<file path="src/verilog/sadc_pkg.sv">
// Package of constants and types for the converter control block
package sadc_pkg;

  // Register offsets on the plain register port (8-bit address)
  localparam logic [7:0] OFF_PRIMARY_CONTROL = 8'h1f;
  localparam logic [7:0] OFF_RESULT          = 8'h1e;
  localparam logic [7:0] OFF_PORT_CONFIG     = 8'h9f;
  localparam logic [7:0] OFF_IRQ_STATUS      = 8'h20;
  localparam logic [7:0] OFF_IRQ_MASK        = 8'h21;

  // Primary control field positions
  localparam int CLKSEL_HI = 7;
  localparam int CLKSEL_LO = 6;
  localparam int CHAN_HI   = 5;
  localparam int CHAN_LO   = 3;
  localparam int GO_BIT    = 2;
  localparam int PWR_BIT   = 0;

  // Port configuration field positions
  localparam int PCFG_HI   = 2;
  localparam int PCFG_LO   = 0;
  localparam int VREF_BIT  = 3;

  // Reset values
  localparam logic [7:0] PRIMARY_RESET = 8'h00;
  localparam logic [7:0] PORTCFG_RESET = 8'h00;
  localparam logic [7:0] RESULT_RESET  = 8'h00;
  localparam logic [0:0] IRQ_RESET     = 1'h0;

  // Writable bits of the primary control register (bit 1 unimplemented)
  localparam logic [7:0] PRIMARY_WMASK = 8'hfd;

  // Conversion clock dividers, in system clocks per conversion bit period
  localparam logic [5:0] DIV_2  = 6'h02;
  localparam logic [5:0] DIV_8  = 6'h08;
  localparam logic [5:0] DIV_32 = 6'h20;
  // Internal RC bit period stand-in, in system clocks
  localparam logic [5:0] DIV_RC = 6'h10;

  // Highest legal channel code
  localparam logic [2:0] CHAN_MAX = 3'h4;
  localparam int         NUM_CHAN = 5;
  localparam int         RES_W    = 8;

  // Conversion clock select codes
  typedef enum logic [1:0] {
    SADC_CLK_DIV2 = 2'b00,
    SADC_CLK_DIV8 = 2'b01,
    SADC_CLK_DIV32 = 2'b10,
    SADC_CLK_RC   = 2'b11
  } sadc_clksel_t;

  // Conversion sequencer states
  typedef enum logic [1:0] {
    SADC_IDLE   = 2'b00,
    SADC_SAMPLE = 2'b01,
    SADC_CONV   = 2'b10
  } sadc_state_t;

endpackage

</file>
<file path="src/verilog/sadc_ctrl.sv">
// Successive-approximation converter control with register port and interrupt
//
// Behaviour
// - five channels chosen by 3-bit field
// - 8-bit result by successive approximation
// - reference is supply or reference pin
// - conversion continues in sleep only with RC
// - result, control and port-config registers
// - reset restores registers, converter off
// - reset aborts a running conversion
// - clock field picks div 2/8/32 or RC
// - writing start flag begins conversion
// - hardware clears start flag when done
// - port config selects analog, digital, reference
//
// Local design decision: the address-and-strobe port.
`timescale 1ns/100ps

module sadc_ctrl (
  // Clock and reset
  input  wire logic                          i_clk,
  input  wire logic                          i_rst_b,
  // Register port
  input  wire logic [7:0]                    i_addr,
  input  wire logic [7:0]                    i_wdata,
  input  wire logic                          i_wr,
  input  wire logic                          i_rd,
  output logic      [7:0]                    o_rdata,
  // Device sleep and internal RC tick
  input  wire logic                          i_sleep,
  input  wire logic                          i_rc_tick,
  // Analog front end
  input  wire logic                          i_cmp,
  output logic      [sadc_pkg::RES_W-1:0]    o_dac,
  output logic                               o_sample,
  output logic      [sadc_pkg::NUM_CHAN-1:0] o_chan_sel,
  output logic                               o_ref_ext,
  output logic      [sadc_pkg::NUM_CHAN-1:0] o_pin_analog,
  output logic                               o_powered,
  // Interrupt
  output logic                               o_irq
);

  ////////////////////////////////////////////////////////////////////////////
  // Block state

  typedef struct packed {
    // Software registers
    logic [7:0]            ctrl;
    logic [7:0]            pcfg;
    logic [7:0]            res;
    // Done event status and its mask
    logic                  ist;
    logic                  imask;
    // Conversion sequencer
    sadc_pkg::sadc_state_t st;
    logic [5:0]            div;
    logic [2:0]            bitn;
    logic [7:0]            sar;
    // Registered read data
    logic [7:0]            rdata;
  } sadc_state_s_t;

  sadc_state_s_t s_q;
  sadc_state_s_t s_d;

  // Conversion clock
  logic [5:0] div_top;
  logic       clk_rc;
  logic       tick;
  logic       run_ok;
  logic       step;
  logic       last_bit;
  logic       done;

  // Sequencer phase
  logic       in_idle;
  logic       in_sample;
  logic       in_conv;

  // Register port decode
  logic       wr_ctrl;
  logic       wr_pcfg;
  logic       wr_mask;
  logic       wr_stat;
  logic       stat_clr;
  logic       rd_ctrl;
  logic       rd_res;
  logic       rd_pcfg;
  logic       rd_stat;
  logic       rd_mask;
  logic [7:0] rd_word;

  // Control fields
  logic       power_on;
  logic       start_req;
  logic [2:0] chan_code;
  logic [2:0] analog_cnt;
  logic [7:0] ctrl_wr;

  // Successive-approximation step
  logic [7:0] trial_mask;
  logic [7:0] next_mask;
  logic [7:0] sar_next;

  ////////////////////////////////////////////////////////////////////////////
  // Conversion clock selection

  assign clk_rc = (s_q.ctrl[sadc_pkg::CLKSEL_HI:sadc_pkg::CLKSEL_LO] == 2'b11);

  always_comb begin
    case (sadc_pkg::sadc_clksel_t'(s_q.ctrl[sadc_pkg::CLKSEL_HI:sadc_pkg::CLKSEL_LO]))
      sadc_pkg::SADC_CLK_DIV2: begin
        div_top = sadc_pkg::DIV_2;
      end
      sadc_pkg::SADC_CLK_DIV8: begin
        div_top = sadc_pkg::DIV_8;
      end
      sadc_pkg::SADC_CLK_DIV32: begin
        div_top = sadc_pkg::DIV_32;
      end
      default: begin
        div_top = sadc_pkg::DIV_RC;
      end
    endcase
  end

  // Conversion tick: RC source uses its own tick input
  assign tick = clk_rc ? i_rc_tick : (s_q.div == div_top - 6'h01);
  // System-clock conversions stall in sleep; RC ones keep going
  assign run_ok   = !i_sleep || clk_rc;
  assign step     = tick && run_ok;
  assign last_bit = (s_q.bitn == 3'h0);
  assign done     = in_conv && step && last_bit;

  ////////////////////////////////////////////////////////////////////////////
  // Sequencer phase

  assign in_idle   = (s_q.st == sadc_pkg::SADC_IDLE);
  assign in_sample = (s_q.st == sadc_pkg::SADC_SAMPLE);
  assign in_conv   = (s_q.st == sadc_pkg::SADC_CONV);

  ////////////////////////////////////////////////////////////////////////////
  // Register port decode

  assign wr_ctrl  = i_wr && (i_addr == sadc_pkg::OFF_PRIMARY_CONTROL);
  assign wr_pcfg  = i_wr && (i_addr == sadc_pkg::OFF_PORT_CONFIG);
  assign wr_mask  = i_wr && (i_addr == sadc_pkg::OFF_IRQ_MASK);
  assign wr_stat  = i_wr && (i_addr == sadc_pkg::OFF_IRQ_STATUS);
  // Status clears by writing a one
  assign stat_clr = wr_stat && i_wdata[0];

  // Read strobes
  assign rd_ctrl  = i_rd && (i_addr == sadc_pkg::OFF_PRIMARY_CONTROL);
  assign rd_res   = i_rd && (i_addr == sadc_pkg::OFF_RESULT);
  assign rd_pcfg  = i_rd && (i_addr == sadc_pkg::OFF_PORT_CONFIG);
  assign rd_stat  = i_rd && (i_addr == sadc_pkg::OFF_IRQ_STATUS);
  assign rd_mask  = i_rd && (i_addr == sadc_pkg::OFF_IRQ_MASK);

  ////////////////////////////////////////////////////////////////////////////
  // Control fields

  assign power_on   = s_q.ctrl[sadc_pkg::PWR_BIT];
  assign start_req  = s_q.ctrl[sadc_pkg::GO_BIT] && power_on;
  // Channel code and count of analog pins
  assign chan_code  = s_q.ctrl[sadc_pkg::CHAN_HI:sadc_pkg::CHAN_LO];
  assign analog_cnt = s_q.pcfg[sadc_pkg::PCFG_HI:sadc_pkg::PCFG_LO];
  // Unimplemented bit 1 never stores a one
  assign ctrl_wr    = i_wdata & sadc_pkg::PRIMARY_WMASK;

  ////////////////////////////////////////////////////////////////////////////
  // Successive-approximation step

  // Bit under test now, and the next lower bit to try
  assign trial_mask = 8'h01 << s_q.bitn;
  assign next_mask  = {1'b0, trial_mask[7:1]};

  // Keep the trial bit only if the held level is at or above it
  always_comb begin
    sar_next = s_q.sar;
    if (!i_cmp) begin
      sar_next = sar_next & ~trial_mask;
    end
    if (!last_bit) begin
      sar_next = sar_next | next_mask;
    end
  end

  ////////////////////////////////////////////////////////////////////////////
  // Read data mux

  // Zero outside a read slot and for unmapped addresses
  always_comb begin
    rd_word = 8'h00;
    if (rd_ctrl) begin
      rd_word = s_q.ctrl & sadc_pkg::PRIMARY_WMASK;
    end
    if (rd_res) begin
      rd_word = s_q.res;
    end
    if (rd_pcfg) begin
      rd_word = s_q.pcfg;
    end
    if (rd_stat) begin
      rd_word = {7'h00, s_q.ist};
    end
    if (rd_mask) begin
      rd_word = {7'h00, s_q.imask};
    end
  end

  ////////////////////////////////////////////////////////////////////////////
  // Next state

  always_comb begin
    s_d = s_q;
    s_d.rdata = 8'h00;
    // Divider runs only while a conversion is under way
    if (run_ok && !in_idle) begin
      s_d.div = tick ? 6'h00 : s_q.div + 6'h01;
    end
    case (s_q.st)
      // Wait for a start with the converter powered
      sadc_pkg::SADC_IDLE: begin
        s_d.div = 6'h00;
        if (start_req) begin
          s_d.st   = sadc_pkg::SADC_SAMPLE;
          s_d.bitn = 3'h7;
          s_d.sar  = 8'h80;
        end
      end
      // Hold the input for one conversion tick
      sadc_pkg::SADC_SAMPLE: begin
        if (tick && run_ok) begin
          s_d.st = sadc_pkg::SADC_CONV;
        end
      end
      // One bit per tick, most significant first
      sadc_pkg::SADC_CONV: begin
        if (step) begin
          s_d.sar = sar_next;
          if (!last_bit) begin
            s_d.bitn = s_q.bitn - 3'h1;
          end else begin
            s_d.res = sar_next;
            s_d.ctrl[sadc_pkg::GO_BIT] = 1'b0;
            s_d.st = sadc_pkg::SADC_IDLE;
          end
        end
      end
      default: s_d.st = sadc_pkg::SADC_IDLE;
    endcase
    // Power-down stops any conversion in flight
    if (!s_q.ctrl[sadc_pkg::PWR_BIT]) begin
      s_d.st = sadc_pkg::SADC_IDLE;
      s_d.ctrl[sadc_pkg::GO_BIT] = 1'b0;
    end

    // Control register write
    if (wr_ctrl) begin
      s_d.ctrl = ctrl_wr;
      // A start is refused while powered down, and ignored mid-conversion
      if (!ctrl_wr[sadc_pkg::PWR_BIT]) begin
        s_d.ctrl[sadc_pkg::GO_BIT] = 1'b0;
        s_d.st = sadc_pkg::SADC_IDLE;
      end else if (!in_idle) begin
        s_d.ctrl[sadc_pkg::GO_BIT] = !done;
        s_d.ctrl[sadc_pkg::CLKSEL_HI:sadc_pkg::CHAN_LO] =
          s_q.ctrl[sadc_pkg::CLKSEL_HI:sadc_pkg::CHAN_LO];
      end
    end

    // Port configuration and interrupt mask
    if (wr_pcfg) begin
      s_d.pcfg = {4'h0, i_wdata[3:0]};
    end
    if (wr_mask) begin
      s_d.imask = i_wdata[0];
    end

    // Sticky done event; set wins over write-one-to-clear
    if (stat_clr) begin
      s_d.ist = 1'b0;
    end
    if (done) begin
      s_d.ist = 1'b1;
    end

    // Read data stands for the one cycle after the strobe
    s_d.rdata = rd_word;
  end

  ////////////////////////////////////////////////////////////////////////////
  // State register

  // Reset turns the converter off and drops any conversion
  always_ff @(posedge i_clk) begin
    if (!i_rst_b) begin
      s_q.ctrl  <= sadc_pkg::PRIMARY_RESET;
      s_q.pcfg  <= sadc_pkg::PORTCFG_RESET;
      s_q.res   <= sadc_pkg::RESULT_RESET;
      s_q.ist   <= sadc_pkg::IRQ_RESET;
      s_q.imask <= sadc_pkg::IRQ_RESET;
      s_q.st    <= sadc_pkg::SADC_IDLE;
      s_q.div   <= 6'h00;
      s_q.bitn  <= 3'h0;
      s_q.sar   <= 8'h00;
      s_q.rdata <= 8'h00;
    end else begin
      s_q <= s_d;
    end
  end

  ////////////////////////////////////////////////////////////////////////////
  // Outputs

  // Read port
  assign o_rdata   = s_q.rdata;

  // Trial value to the comparator's DAC
  assign o_dac     = s_q.sar;

  // Sample phase drives the hold switch
  assign o_sample  = in_sample;

  // Power and reference selection
  assign o_powered = power_on;
  assign o_ref_ext = s_q.pcfg[sadc_pkg::VREF_BIT];

  // Level interrupt from the sticky status bit
  assign o_irq     = s_q.ist & s_q.imask;

  // Analog multiplexer and pin modes
  genvar g;
  generate
    for (g = 0; g < sadc_pkg::NUM_CHAN; g++) begin : g_chan
      // Channel code g selects input g; codes above 4 select none
      assign o_chan_sel[g] = power_on && (chan_code == 3'(g));
      // Pins below the configured count are analog; input 3 digital if used as reference
      assign o_pin_analog[g] = (3'(g) < analog_cnt)
                             && !(g == 3 && s_q.pcfg[sadc_pkg::VREF_BIT]);
    end
  endgenerate

endmodule // sadc_ctrl

</file>
<file path="config.mk">
export PLATFORM = sky130hd
export DESIGN_NAME = sadc_ctrl
export DESIGN_NICKNAME = d
export VERILOG_FILES = /design/src/verilog/sadc_pkg.sv /design/src/verilog/sadc_ctrl.sv
export SDC_FILE = /design/constraint.sdc
export NUM_CORES = 1
export LEC_CHECK = 0
export ABC_AREA = 1
export BUFFER_PORTS_ARGS = -buffer_cell sky130_fd_sc_hd__buf_4
export CAP_MARGIN = 20
export CORE_MARGIN = 2
export CORE_UTILIZATION = 50
export DETAILED_ROUTE_END_ITERATION = 8
export PLACE_DENSITY = 0.84
export SLEW_MARGIN = 20
export SYNTH_ARGS = -nofsm -noshare
export SYNTH_HDL_FRONTEND = slang
export SYNTH_SLANG_ARGS = --single-unit
</file>
<file path="constraint.sdc">
create_clock -name i_clk -period 3.1 [get_ports i_clk]
set_input_delay 0.155 -clock i_clk [delete_from_list [all_inputs] [get_ports i_clk]]
set_output_delay 0.155 -clock i_clk [all_outputs]
set_load 0.005 [all_outputs]
</file>
==> results.json <==
{
  "synthTopCellsByArea": "dfxtp_1 (37%), nand2_1 (11%), inv_1 (8.0%)",
  "start_util_pct": 51.6,
  "post_drt_wl_per_cell_microns": 12.1,
  "dr.first_iter.drc_count": 140,
  "dpl_cell_area_sq_um": 2960,
  "grt_antenna_before_repair": 0,
  "cellPowerDensity_nw_per_um2": 367,
  "multiInputGateArea_sq_um": 1290,
  "viasPerCell": 5.20,
  "gp_congestion": 0.937,
  "grt_pass1_wl_mm": 9.69,
  "p_leak_nw": 1.35,
  "r2r_setup_slack_ps": 1420,
  "ctsHoldBuffers": 0,
  "die_x_microns": 76.4,
  "crit_end": "o_dac[0]",
  "maxCapViolations": 0,
  "setup_viol": 0,
  "r2r-start": "s_q[16]",
  "min_period_ps": 1680,
  "overflow": 0,
  "worst_hold_slack_ps": 141,
  "cts_tree": "built",
  "worstPathRequired_ps": 3330,
  "critPathCaptureType": "flop",
  "syn-num-nets": 404,
  "hp-class": "input port to flop",
  "ctsResizeCount": 0,
  "diodes": 0,
  "hold_viol": 0,
  "synth_cell_type_count": 39,
  "port_buffers": 52,
  "synth_top_area_share_pct": 36.7,
  "drc": 0,
  "synth-seq-cells": 48,
  "relSlewSlack_pct": 62.9,
  "avgSynthCellArea_sq_um": 6.98,
  "fmax_mhz": 594,
  "grt_pass1_vias": 2219,
  "seq_area_frac_synth_pct": 36.7,
  "cp_data_arrival_time_ps": 1910,
  "drive_gt1_share_pct": 20.2,
  "grt_use_total_pct": 20.3,
  "numCtsBuffers": 5,
  "fin_worst_skew_ps": 9.95,
  "cts_root_buf": "clkbuf_8",
  "status": "finished clean",
  "cp_max_fo": 5,
  "ant_nets": 0,
  "reg2reg_to": "o_dac[0]",
  "clkTransAtPathRegs_ps": 90,
  "reg2regPathDepth": 8,
  "final_common_cell": "nand2_1",
  "seq_area_sq_um": 961,
  "fp-row-count": 26,
  "cts_sinks": 48,
  "ys_warn_count": 0,
  "mostFrequentLayoutCells": "nand2_1 (74), inv_1 (56), buf_4 (52)",
  "path_class": "flop to flop",
  "crit_path_start_kind": "flop",
  "synth_area_sq_um": 2620,
  "worst-slew-pin-transition_ps": 553,
  "period_share_pct": 54.3,
  "ioPinCount": 53,
  "nets": 443,
  "grt_max_degree": 20,
  "routed_wl_mm": 5.86,
  "cts_setup_buffers": 0,
  "fin_tns_setup_ps": 0,
  "final_max_slew_viol_count": 0,
  "clk_path_buf_depth": 2,
  "peakVddDrop_v": 0.000217,
  "firstDrtPassIters": 5,
  "fillers": 482,
  "insertion_delay_ps": 310,
  "rsz0062_at_grt": "false",
  "instances_no_fill": 485,
  "critPathLaunch": "s_q[16]",
  "core-area_sq_um": 5070,
  "syn2layout_area_growth_pct": 17.3,
  "netlist_instances": 375,
  "vias": 2523,
  "yosysTopAreaCell": "dfxtp_1",
  "place_inst": 477,
  "dieArea_sq_um": 5830,
  "htreeDepth": 2,
  "dp_hpwl_mm": 4.58,
  "fin_area_sq_um": 3070,
  "die_h_microns": 76.4
}
[state kept, by name (all words and copies together) (netlist names)]
signal,cells
analog_cnt,3
chan_code,3
o_dac,8
o_powered,1
o_rdata,8
o_ref_ext,1
s_q,24
[synthesized netlist by cell type]
library cell / count
nand2_1: 74
inv_1: 56
dfxtp_1: 48
a21oi_1: 37
nor2_1: 27
o21ai_0: 26
nand3_1: 22
buf_4: 16
ha_1: 6
inv_2: 5
nand2_2: 5
nor3_1: 5
a32oi_1: 4
nand4_1: 4
nor4_1: 4
nand2_4: 3
nor2_2: 3
o22ai_1: 3
a31oi_1: 2
buf_2: 2
clkbuf_1: 2
nor3_2: 2
o211ai_1: 2
xor2_1: 2
a21boi_0: 1
a21oi_2: 1
and2_1: 1
and3_1: 1
clkinv_1: 1
nand3_2: 1
nor2_8: 1
nor3_4: 1
o2111ai_1: 1
o21ai_2: 1
o21bai_1: 1
o221ai_1: 1
o31ai_1: 1
or2_1: 1
or2_2: 1
[layer usage]
layer,track usage [%],up-vias,routed length (microns)
li1,-,1297,-
met2,35.0,76,2820
met3,4.38,5,304
met5,0,-,0
met1,24.9,1145,2650
met4,7.27,0,83
[logic make-up (layout without fill, tap and decap cells)]
group / count (synthesis) / count (layout) / share of synthesized area, %
flops: 48 / 48 / 36.7
compound gates: 81 / 81 / 17.4
xor+xnor: 2 / 2 / 0.669
simple gates: 156 / 156 / 28.3
buf+inv: 82 / 122 / 14.1
fa+ha+maj: 6 / 6 / 2.87
[cell type report]
type                       count  share of cell area [%]
inverter                      62                    7.58
clock buffer                   5                    2.24
timing repair buffer          52                    12.7
multi-input combinational    245                    41.9
tap                           70                    2.85
sequential                    48                    31.3
clock inverter                 3                    1.39
[worst min path at each step]
stage | from | end | slack [ps] | cells after the start
5_1_grt | i_wdata[6] | s_q[51] | 140 | 3
3_3_place_gp | s_q[36] | s_q[36] | 440 | 2
3_5_place_dp | s_q[36] | s_q[36] | 440 | 2
4_1_cts | i_wdata[5] | chan_code[2] | 130 | 3
6_report | i_wdata[1] | analog_cnt[1] | 140 | 3
2_1_floorplan | i_rst_b | analog_cnt[0] | 290 | 2
[per-stage QoR]
stage / total power, mW / setup slack [ps] / util (%)
6_report: 1.13 / 1420 / 60.5
5_1_grt: 1.16 / 1270 / 60.5
4_1_cts: 1.13 / 1400 / 60.5
3_5_place_dp: 0.693 / 1410 / 58.3
3_3_place_gp: 0.692 / 1500 / 58.3
2_1_floorplan: 0.659 / 1610 / -
[critical path: stages, from the launching register on]
cell and delay, ps:
dfxtp_1 410, inv_1 100, ha_1 250, inv_1 80, nor2_1 60, inv_1 200, o22ai_1 120, or2_1 230
a21oi_1 140
[power by group]
group | internal, mW | switching [mW]
Sequential | 0.617 | 0.00126
Combinational | 0.0264 | 0.0342
Clock | 0.239 | 0.209
No activity file was read; power rests on OpenSTA's default activity.
